==> config.mk <==
export PLATFORM = sky130hd
export DESIGN_NAME = adc_host_port_fifo_trigger
export DESIGN_NICKNAME = d
export VERILOG_FILES = /design/src/pkg/host_port_pkg.sv /design/src/pkg/fifo_if.sv /design/src/logic/sample_fifo.sv /design/src/logic/adc_host_port_fifo_trigger.sv
export SDC_FILE = /design/constraint.sdc
export NUM_CORES = 1
export LEC_CHECK = 0
export BUFFER_PORTS_ARGS = -buffer_cell sky130_fd_sc_hd__buf_2
export CAP_MARGIN = 5
export CORE_MARGIN = 2
export CORE_UTILIZATION = 41
export DETAILED_ROUTE_END_ITERATION = 6
export PLACE_DENSITY_LB_ADDON = 0.1
export SLEW_MARGIN = 20
export SYNTH_ARGS = -nofsm -noshare
export SYNTH_HDL_FRONTEND = slang
export SYNTH_SLANG_ARGS = --single-unit
==> constraint.sdc <==
create_clock -name CLOCK -period 5.15 [get_ports CLOCK]
set_input_delay 1.03 -clock CLOCK [delete_from_list [all_inputs] [get_ports CLOCK]]
set_output_delay 1.03 -clock CLOCK [all_outputs]
set_load 0.02 [all_outputs]
==> src/pkg/host_port_pkg.sv <==
// Constants and types shared by the converter host port
package host_port_pkg;
  // ----------------------------------------
  // Sizes
  // ----------------------------------------
  localparam int DATA_W     = 12;           // Converted word width
  localparam int FIFO_DEPTH = 16;           // Stored words
  localparam int CNT_W      = 5;            // Fill count width
  // ----------------------------------------
  // Control register one fields and register reset values
  // ----------------------------------------
  localparam int TRIG_LO_BIT  = 2;          // threshold_sel_lo
  localparam int TRIG_HI_BIT  = 3;          // threshold_sel_hi
  localparam int PULSE_BIT    = 4;          // Pulse when set
  localparam int POLARITY_BIT = 5;          // Active high when set
  localparam int DIR_MODE_BIT = 6;          // Combined direction line
  localparam logic [DATA_W-1:0] CTRL0_RESET = 12'h000;
  localparam logic [DATA_W-1:0] CTRL1_RESET = 12'h030;
  // ----------------------------------------
  // Threshold values in words
  // ----------------------------------------
  localparam logic [CNT_W-1:0] TL1_00 = 5'h01;
  localparam logic [CNT_W-1:0] TL1_01 = 5'h04;
  localparam logic [CNT_W-1:0] TL1_10 = 5'h08;
  localparam logic [CNT_W-1:0] TL1_11 = 5'h0E;
  localparam logic [CNT_W-1:0] TL2_00 = 5'h02;
  localparam logic [CNT_W-1:0] TL2_01 = 5'h04;
  localparam logic [CNT_W-1:0] TL2_10 = 5'h08;
  localparam logic [CNT_W-1:0] TL2_11 = 5'h0C;
  // ----------------------------------------
  // Flag sequencer states
  // ----------------------------------------
  typedef enum logic [1:0] {ARMED, FIRED, DRAIN} flag_state_type;
endpackage : host_port_pkg

==> src/pkg/fifo_if.sv <==
// Push and pop signals between the port and its sample FIFO
`timescale 1ns/1ps
interface fifo_if;
  import host_port_pkg::*;
  logic              push;      // Store one word
  logic [DATA_W-1:0] wdata;     // Word to store
  logic              pop;       // Remove head word
  logic [DATA_W-1:0] rdata;     // Head word
  logic [CNT_W-1:0]  count;     // Words held
  logic              flush;     // Empty the FIFO
  modport port (output push, wdata, pop, flush, input rdata, count);
  modport store (input push, wdata, pop, flush, output rdata, count);
endinterface : fifo_if

==> src/logic/sample_fifo.sv <==
// Sixteen word sample FIFO with fill count
`timescale 1ns/1ps
module sample_fifo
  import host_port_pkg::*;
#(
  parameter int DEPTH = FIFO_DEPTH
) (
  // Clocking
  input wire logic CLOCK,
  input wire logic NRST,
  input wire logic CE,
  // FIFO side
  fifo_if.store    f
);
  import host_port_pkg::*;

  localparam int AW = $clog2(DEPTH);

  logic [DATA_W-1:0] mem [DEPTH];           // Word storage
  logic [AW-1:0]     wp_r, wp_nxt;          // Write pointer
  logic [AW-1:0]     rp_r, rp_nxt;          // Read pointer
  logic [CNT_W-1:0]  cnt_r, cnt_nxt;        // Fill count
  logic              do_push, do_pop;

  assign f.rdata = mem[rp_r];               // Strict arrival order
  assign f.count = cnt_r;

  // ----------------------------------------
  // Next pointers; push when full is dropped unless a pop frees a slot
  // ----------------------------------------
  always_comb begin
    do_pop  = f.pop && (cnt_r != '0);
    do_push = f.push && (cnt_r != CNT_W'(DEPTH) || do_pop);
    wp_nxt  = do_push ? wp_r + 1'b1 : wp_r;
    rp_nxt  = do_pop ? rp_r + 1'b1 : rp_r;
    cnt_nxt = cnt_r + CNT_W'(do_push) - CNT_W'(do_pop);
    if (f.flush) begin
      wp_nxt  = '0;
      rp_nxt  = '0;
      cnt_nxt = '0;
    end
  end

  // ----------------------------------------
  // Registers and storage
  // ----------------------------------------
  always_ff @(posedge CLOCK) begin
    if (!NRST) begin
      wp_r  <= '0;
      rp_r  <= '0;
      cnt_r <= '0;
    end else if (CE) begin
      wp_r  <= wp_nxt;
      rp_r  <= rp_nxt;
      cnt_r <= cnt_nxt;
      if (do_push && !f.flush) begin
        mem[wp_r] <= f.wdata;
      end
    end
  end
endmodule : sample_fifo

==> src/logic/adc_host_port_fifo_trigger.sv <==
// Host read/write port with trigger-level data-available flag
`timescale 1ns/1ps
module adc_host_port_fifo_trigger
  import host_port_pkg::*;
(
  // Clocking
  input  wire logic                     CLOCK,
  input  wire logic                     NRST,
  input  wire logic                     CE,
  // Host strobes
  input  wire logic                     CHIP_SEL_N,
  input  wire logic                     CHIP_SEL_HI,
  input  wire logic                     RD_N,
  input  wire logic                     WR_N,
  input  wire logic                     ADDR,
  // Host data bus, three signals
  input  wire logic [host_port_pkg::DATA_W-1:0] D_IN,
  output logic      [host_port_pkg::DATA_W-1:0] D_OUT,
  output logic                          D_OE,
  // Conversion side
  input  wire logic                     SAMPLE_VALID,
  input  wire logic [host_port_pkg::DATA_W-1:0] SAMPLE_DATA,
  input  wire logic                     TWO_CHANNELS,
  input  wire logic                     CONTINUOUS,
  input  wire logic                     CONVERSION_CLOCK_IN,
  input  wire logic                     OSC_CLOCK_IN,
  // Status
  output logic                          SAMPLE_READY_FLAG,
  output logic [host_port_pkg::DATA_W-1:0] CTRL0,
  output logic [host_port_pkg::DATA_W-1:0] CTRL1
);
  import host_port_pkg::*;

  fifo_if f ();

  sample_fifo #(.DEPTH(FIFO_DEPTH)) u_fifo (
    .CLOCK (CLOCK),
    .NRST  (NRST),
    .CE    (CE),
    .f     (f)
  );

  // ----------------------------------------
  // Strobe decode
  // ----------------------------------------
  logic              dir_mode;              // Combined direction line
  logic              rd_int, wr_int;        // Inner strobes
  logic              rd_r, wr_r;            // Previous strobe levels
  logic [DATA_W-1:0] ctrl0_r, ctrl0_nxt;
  logic [DATA_W-1:0] ctrl1_r, ctrl1_nxt;
  logic [DATA_W-1:0] dout_r, dout_nxt;
  logic              oe_r, oe_nxt;
  logic              rd_start, wr_start;

  assign dir_mode = ctrl1_r[DIR_MODE_BIT];

  // Inputs are synchronous; strobes are plain gates of the pins
  always_comb begin
    if (dir_mode) begin
      // Read pin ignored, host ties it high
      rd_int = !CHIP_SEL_N && CHIP_SEL_HI && WR_N;
      wr_int = !CHIP_SEL_N && CHIP_SEL_HI && !WR_N;
    end else begin
      rd_int = !CHIP_SEL_N && CHIP_SEL_HI && !RD_N && WR_N;
      wr_int = !CHIP_SEL_N && CHIP_SEL_HI && !WR_N && RD_N;
    end
    rd_start = rd_int && !rd_r;
    wr_start = wr_int && !wr_r;
  end

  // ----------------------------------------
  // Registers, data bus, FIFO control
  // ----------------------------------------
  always_comb begin
    ctrl0_nxt = ctrl0_r;
    ctrl1_nxt = ctrl1_r;
    dout_nxt  = dout_r;
    oe_nxt    = rd_int;                     // Drive for the access only
    f.pop     = rd_start;                   // One word per strobe
    f.push    = SAMPLE_VALID;
    f.wdata   = SAMPLE_DATA;
    f.flush   = 1'b0;
    if (rd_start) begin
      dout_nxt = f.rdata;
    end
    // Write lands at the trailing edge, when data is surely valid
    if (wr_r && !wr_int) begin
      if (ADDR) begin
        ctrl1_nxt = D_IN;
      end else begin
        ctrl0_nxt = D_IN;
      end
    end
  end

  always_ff @(posedge CLOCK) begin
    if (!NRST) begin
      rd_r    <= 1'b0;
      wr_r    <= 1'b0;
      ctrl0_r <= CTRL0_RESET;
      ctrl1_r <= CTRL1_RESET;
      dout_r  <= '0;
      oe_r    <= 1'b0;
    end else if (CE) begin
      rd_r    <= rd_int;
      wr_r    <= wr_int;
      ctrl0_r <= ctrl0_nxt;
      ctrl1_r <= ctrl1_nxt;
      dout_r  <= dout_nxt;
      oe_r    <= oe_nxt;
    end
  end

  // ----------------------------------------
  // Threshold selection
  // ----------------------------------------
  logic [1:0]       trig_sel;
  logic [CNT_W-1:0] tl;                     // threshold_count

  // A differential pair is one channel, so only the count matters
  always_comb begin
    trig_sel = {ctrl1_r[TRIG_HI_BIT], ctrl1_r[TRIG_LO_BIT]};
    case (trig_sel)
      2'b00:   tl = TWO_CHANNELS ? TL2_00 : TL1_00;
      2'b01:   tl = TWO_CHANNELS ? TL2_01 : TL1_01;
      2'b10:   tl = TWO_CHANNELS ? TL2_10 : TL1_10;
      2'b11:   tl = TWO_CHANNELS ? TL2_11 : TL1_11;
      default: tl = TL1_00;
    endcase
  end

  // ----------------------------------------
  // Pulse timing clock, sampled in CLOCK domain
  // ----------------------------------------
  // Pulse width tracks half a period of the selected clock; that clock
  // is sampled like any other synchronous input, so it must be slower.
  logic tclk_r, tclk_nxt;
  logic tedge;
  always_comb begin
    tclk_nxt = CONTINUOUS ? CONVERSION_CLOCK_IN : OSC_CLOCK_IN;
    tedge    = tclk_nxt != tclk_r;          // Any half-period boundary
  end

  // ----------------------------------------
  // Flag sequencer
  // ----------------------------------------
  flag_state_type   st_r, st_nxt;
  logic [CNT_W-1:0] left_r, left_nxt;       // Reads still owed
  logic             act_r, act_nxt;         // Flag active, before polarity
  logic             pend_r, pend_nxt;       // Pulse waits for clock edge
  logic             flag_r, flag_nxt;

  always_comb begin
    st_nxt   = st_r;
    left_nxt = left_r;
    act_nxt  = act_r;
    pend_nxt = pend_r;
    case (st_r)
      ARMED: begin
        // A read in this very cycle pops a word first; judge fill next cycle
        if (f.count >= tl && !rd_start) begin
          st_nxt   = FIRED;
          left_nxt = tl;
          if (ctrl1_r[PULSE_BIT]) begin
            pend_nxt = 1'b1;
          end else begin
            act_nxt = 1'b1;
          end
        end
      end
      FIRED, DRAIN: begin
        // Pulse starts at a clock boundary, ends at the next
        if (pend_r && tedge) begin
          pend_nxt = 1'b0;
          act_nxt  = 1'b1;
        end else if (act_r && ctrl1_r[PULSE_BIT] && tedge) begin
          act_nxt = 1'b0;
        end
        if (rd_start) begin
          act_nxt  = 1'b0;                  // First read clears level
          pend_nxt = 1'b0;
          left_nxt = left_r - 1'b1;
          st_nxt   = DRAIN;
          if (left_r <= 5'h01) begin
            st_nxt = ARMED;                 // Rearm after tl reads
          end
        end
      end
      default: st_nxt = ARMED;
    endcase
    flag_nxt = ctrl1_r[POLARITY_BIT] ? act_nxt : !act_nxt;
  end

  always_ff @(posedge CLOCK) begin
    if (!NRST) begin
      st_r   <= ARMED;
      left_r <= '0;
      act_r  <= 1'b0;
      pend_r <= 1'b0;
      tclk_r <= 1'b0;
      flag_r <= 1'b0;
    end else if (CE) begin
      st_r   <= st_nxt;
      left_r <= left_nxt;
      act_r  <= act_nxt;
      pend_r <= pend_nxt;
      tclk_r <= tclk_nxt;
      flag_r <= flag_nxt;
    end
  end

  assign SAMPLE_READY_FLAG = flag_r;
  assign D_OUT = dout_r;
  assign D_OE  = oe_r;
  assign CTRL0 = ctrl0_r;
  assign CTRL1 = ctrl1_r;
endmodule : adc_host_port_fifo_trigger

* Word-level counts from Yosys, hierarchy flattened
Memory sizes are Yosys's and may differ from the RTL's. A register that Yosys moved wholly into a read port is not among the register bits.
Cells that the tools add are included.
** Storage, ports and cells
- RAM bits :: 192
- Register bits :: 50
- Output and inout port bits :: 38
- Input bits :: 37
- Memories :: 1
- Word-level logic and storage cells :: 98
** Memories
- u_fifo.mem :: words 16, width 12, read ports 1, clocked after memory_dff 1, wr ports 1, line sample_fifo.sv:19 : logic [DATA_W-1:0] mem [DEPTH];
** Operators by class
- Multiplexer cells :: 29
- Bitwise gates (word level) :: 1
- Reduce and logical (&&, ||, !) cells :: 36
- Equality and inequality tests :: 11
- $lt $le $gt $ge :: 2
- Add/subtract/negate cells :: 5
** Operators by type and width (count)
- 5-bit case mux with 4 select lines :: 1
- 1-bit two-way mux :: 17
- 1-bit logical AND :: 14
- 2-bit two-way mux :: 5
- 5-bit two-way mux :: 2
- 5-bit case mux with 2 select lines :: 1
- 3-bit AND reduction :: 3
- 4-bit by 1-bit adder with 4-bit output (second input constant) :: 2
- 1-bit zero test :: 8
- 2-bit == test (second input constant) :: 3
- 2-bit != test (second input constant) :: 3
- 2-bit AND reduction :: 3
- 5-bit by 1-bit adder with 5-bit output :: 1
- 5-bit greater-or-equal comparator :: 1
- 5-bit by 1-bit less-or-equal comparator with 1-bit output (second input constant) :: 1
- 5-bit != test (second input constant) :: 1
- 5-bit AND reduction :: 1
- 5-bit nonzero test :: 1
- 5-bit by 1-bit subtractor with 5-bit output :: 1
- 5-bit by 1-bit subtractor with 5-bit output (second input constant) :: 1
- 2-bit by 1-bit == test with 1-bit output (second input constant) :: 2
- 2-bit zero test :: 2
- 1-bit case mux with 2 select lines :: 2
- 2-bit case mux with 2 select lines :: 1
- 7 further kinds :: 7

* Depth between registers and ports, before layout
- Depth in word-level cells :: 13
- Gate-level depth with buffers :: 13
- Mapped depth without buffers :: 13

* Cells and area by module
From an unflattened synthesis, not the netlist that was laid out.
** Second synthesis, totals
- Cells, all modules :: 690
- Area total of the unflattened synthesis :: 10583.9 sq um
** Modules (own cells, without submodules)
- sample_fifo :: area an instance 8284.2 sq um, seq. area each 6105.9 sq um, instances 1, cells each 433
- adc_host_port_fifo_trigger :: area an instance 2299.7 sq um, seq. area each 980.9 sq um, instances 1, cells each 257

* Least setup slack after synthesis
Ideal clock, no wire load.
- Kind :: input -> register
- Start :: in CHIP_SEL_N
- End :: mem u_fifo.mem[0][0], enable pin
- Buffers on the path :: 0
- Cell stages on the path :: 6
- Required time :: 4.754 ns
- Setup time :: 0.396 ns
- Arrival :: 2.865 ns
- Slack :: 1.889 ns
- Cell sequence :: and4bb_1 and2_1 o21a_1 and3_1 nand2_1 nor3_1
** On the way
- Longest elaborated chain between the ends :: 13
- Elaborated cells on any way between the ends :: 14
- Those cells by class :: mux: 5; reduce/logical: 9
** Ends and longest elaborated chain
- start: declaration :: line adc_host_port_fifo_trigger.sv:11 : input wire logic CHIP_SEL_N,
- 1-bit zero test * :: line adc_host_port_fifo_trigger.sv:61, adc_host_port_fifo_trigger.sv:64
- 1-bit logical AND * :: line adc_host_port_fifo_trigger.sv:61, adc_host_port_fifo_trigger.sv:64
- 1-bit logical AND (2 in series) :: line adc_host_port_fifo_trigger.sv:64 : rd_int = !CHIP_SEL_N && CHIP_SEL_HI && !RD_N && WR_N;
- 1-bit two-way mux * :: line adc_host_port_fifo_trigger.sv:59 : if (dir_mode) begin
- 1-bit logical AND * :: line adc_host_port_fifo_trigger.sv:67 : rd_start = rd_int && !rd_r;
- 1-bit logical AND * :: line sample_fifo.sv:32 : do_pop = f.pop && (cnt_r != '0);
- 1-bit logical OR * :: line sample_fifo.sv:33 : do_push = f.push && (cnt_r != CNT_W'(DEPTH) || do_pop);
- 1-bit logical AND * :: line sample_fifo.sv:33
- 1-bit two-way mux * :: line sample_fifo.sv:56 : if (do_push && !f.flush) begin
- 1-bit two-way mux * :: line sample_fifo.sv:52 : end else if (CE) begin
- 1-bit two-way mux * :: line sample_fifo.sv:48 : if (!NRST) begin
- 1-bit two-way mux (not written as such) * :: line sample_fifo.sv:57 : mem[wp_r] <= f.wdata;
- end: declaration :: line sample_fifo.sv:19
Mark *: on every way between the ends. The rest lies on a longest branch, timed or not.

* Final worst setup path
- Start :: in WR_N
- End :: reg u_fifo.cnt_r[4], in the netlist u_fifo.f.count[4]
** On the way
- Longest elaborated chain between the ends :: 8
- Elaborated cells on any way between the ends :: 9
- Those cells by class :: add/sub: 2; mux: 1; reduce/logical: 6
** Ends and longest elaborated chain
- start: declaration :: line adc_host_port_fifo_trigger.sv:14 : input wire logic WR_N,
- 1-bit logical AND, on equally long branches :: line adc_host_port_fifo_trigger.sv:64, adc_host_port_fifo_trigger.sv:61
- 1-bit two-way mux * :: line adc_host_port_fifo_trigger.sv:59
- 1-bit logical AND * :: line adc_host_port_fifo_trigger.sv:67
- 1-bit logical AND * :: line sample_fifo.sv:32
- 1-bit logical OR :: line sample_fifo.sv:33
- 1-bit logical AND :: line sample_fifo.sv:33
- 5-bit by 1-bit adder with 5-bit output :: line sample_fifo.sv:36 : cnt_nxt = cnt_r + CNT_W'(do_push) - CNT_W'(do_pop);
- 5-bit by 1-bit subtractor with 5-bit output * :: line sample_fifo.sv:36
- end signal: assignment :: line sample_fifo.sv:55 : cnt_r <= cnt_nxt;
- end: declaration :: line sample_fifo.sv:22 : logic [CNT_W-1:0] cnt_r, cnt_nxt;
Marks and branches as above.
A chain may end at the register's enable or synchronous reset.

==> results.ini <==
[run_status]
status=complete, no violations

[synthesis]
synth_nets=685
synthArstFlopShare_pct=0
syn_area_mm2=0.01035
synth.area.top_cells=edfxtp_1 (56%), mux4_2 (13%), dfxtp_1 (12%), mux2i_1 (3.0%), ha_1 (2.4%)
syn-instance-count=627
yosysUniqueCellTypes=48
yosysSeqAreaShare_pct=67.72
synth_edf_count=192
ys.flop_type=edfxtp_1
synth.top_cell.area_share_pct=55.73
synth.avg_cell_area_um2=16.50
ys_seq_elements=254
synth_top_area_cell=edfxtp_1
yosysWarnings=0

[setup_path]
critical_path.endpoint_type=flip-flop
r2r_slack_ns=2.53
critPathTopFamily=adder cells
timing.rr.start=D_OE
crit_type=input port to flip-flop
path_max_fanout=9
crit_arrival_ns=3.33
cp.buffers_inverters=2
critical-path-max-stage-delay_ns=0.41
path_cells=buf_2, and4bb_1, nand2_2, a31oi_1, ha_1, inv_1, ha_1, fa_1, a21oi_1, o21bai_1, xnor2_1, nand2_1, xnor2_1, and2_1
cp_data_required_time_ns=5.57
start_kind=input port
critical_path.startpoint=WR_N
cp_slowest_cell=fa_1

[placement]
dp_hpwl_mm=14.66
portBuffers=74
pre_cts_ws_ns=1.453
place_congestion=0.7363
placed_cell_area_mm2=0.01111

[global_routing]
grt_max_degree=54
grt_pass1_wl_mm=34.67
antenna_found_initial=2
grt_usage_pct=17.40
grt_remaining_overflow=0
grt_pass1_vias=5910

[finish]
drive_above_1_share_pct=27.69
final_common_cell=edfxtp_1
syn_to_final_growth_pct=15.98
mostFrequentLayoutCells=edfxtp_1 (192), buf_2 (74), mux4_2 (60)
fin_nets=770
fillCellCount=2190
multi_input_area_mm2=0.003149
final-seq-area_mm2=0.007013
n_antenna_cell=0
stdcell_area_mm2=0.01200

[die]
die_w_um=162.9
dieArea_mm2=0.02652
fp.dieH_um=162.9
rows=58
top_level_ports=75
coreArea_mm2=0.02496
start_util_pct=41.44

[timing]
relSlewSlack_pct=42.52
drv_slew=0
fmax_ghz=0.3438
worst_slew_pin_slew_ns=0.8611
report.final.setup_viol=0
min_period_over_period_pct=56.49
finalSetupTns_ns=0
rsz0062_at_grt=false
hold_viol=0
period_needed_ns=2.909
timing.final.ws_setup_ns=2.241
worst_hold_slack_ns=0.4430
fin_skew_ns=0.02374

[cts]
cts_hold_buf=0
cts_tree=built
max-clock-path-buffers=3
clkSlewWorstSetupHoldPaths_ns=0.06
tritoncts.num_buffers=27
cts_root_buf=clkbuf_16
post-cts-setup-buffer-count=0
clock_latency_ns=0.54
cts.sinks=254
htreeDepth=1
ctsResizeCount=0

[detailed_routing]
wl_mm=22.36
ant_nets=0
viasPerCell=5.246
wire_per_inst_um=21.03
vias=5576
route.detailed.drc=0
dr.pass1.iters=4
drt_iter0_drc=372

[pwr]
leakage_uw=0.004211
ir_worst_vdd_mv=0.2244
powerDensity_mw_per_mm2=367.1
power_uw=4405

[flow_run]
drv_cap=0

[worst_hold_path]
hold_class=flip-flop to flip-flop
holdCritStartpoint=D_OUT[10]

==> area by class of cell <==
class                      count  area share, %
sequential                   254          58.45
timing repair buffer          85          3.879
tap                          330          3.441
clock inverter                15         0.9698
inverter                      31         0.9698
multi-input combinational    313          26.25
clock buffer                  35          6.048
==> synth_stat cells (3+ instances only) <==
master and number:
clkbuf_1 18, edfxtp_1 192, inv_1 25, o21ai_0 13, mux4_2 60, nor2b_1 29
nand2b_1 7, nand4_1 3, nor2_1 24, o21ai_1 13, nor4_1 3, and2_1 7
mux2i_1 31, or3_1 3, nor3_1 10, buf_2 3, ha_1 20, dfxtp_1 62
a21boi_0 8, nand2_1 32, xnor2_1 9, a21oi_1 5, clkinv_1 6, nand3_1 8
buf_4 5, o211a_1 3, o31a_1 3, a31oi_1 3, buf_1 3
==> logic make-up (layout without fill, tap and decap cells) <==
group                      Yosys count  after routing  share of synthesized area, %
DFF                                254            254                         67.72
buffers and inverters               60            166                         2.394
and+or+nand+nor                    133            133                         6.652
AOI/OAI and AO/OA                   58             58                         3.713
adders and majority gates           21             21                         2.612
xor gates and xnor gates            10             10                        0.8466
muxes                               91             91                         16.06
==> sequential cells by signal (all words and copies together), names as in the netlist, 2 cells and up <==
register        flops
left_r              5
u_fifo.mem        192
CTRL1              12
CTRL0              12
D_OUT              12
u_fifo.rp_r         4
st_r                2
u_fifo.f.count      5
u_fifo.wp_r         4
==> per-stage QoR <==
stage / util [%] / std cells
2_1_floorplan: - / 627
3_3_place_gp: 44.46 / 1012
3_5_place_dp: 44.51 / 1012
4_1_cts: 47.88 / 1062
5_1_grt: 48.07 / 1063
6_report: 48.07 / 1063
==> power breakdown <==
part | total, uW | internal [uW] | switching, uW | leakage (uW)
sequential | 2260 | 2230 | 31.3 | 0.00223
combinational | 324 | 134 | 191 | 0.00155
clock | 1820 | 1050 | 767 | 0.000425
total | 4400 | 3420 | 989 | 0.00421
==> layer usage <==
layer	track usage, %	vias to the layer above	routed length (um)	part of all wire (%)
li1	-	2568	-	-
met1	25.61	2865	10240	46
met2	27.58	114	10430	47
met3	2.776	29	1354	6.1
met4	3.660	0	335	1.5
met5	0	-	0	0
==> tightest hold or removal path, delay by kind of cell, from the launching register on <==
kind            cells  cell delay (ns)
flops               1             0.31
simple gates        1             0.05
compound gates      1             0.05
==> path summary, 6_finish.rpt <==
path,end,cells after the start
hold reg to reg,D_OUT[10],2
setup reg to reg,u_fifo.f.count[4],13
hold / removal,D_OUT[10],2
setup / recovery,u_fifo.f.count[4],14
(Power assumes the default switching activity.)
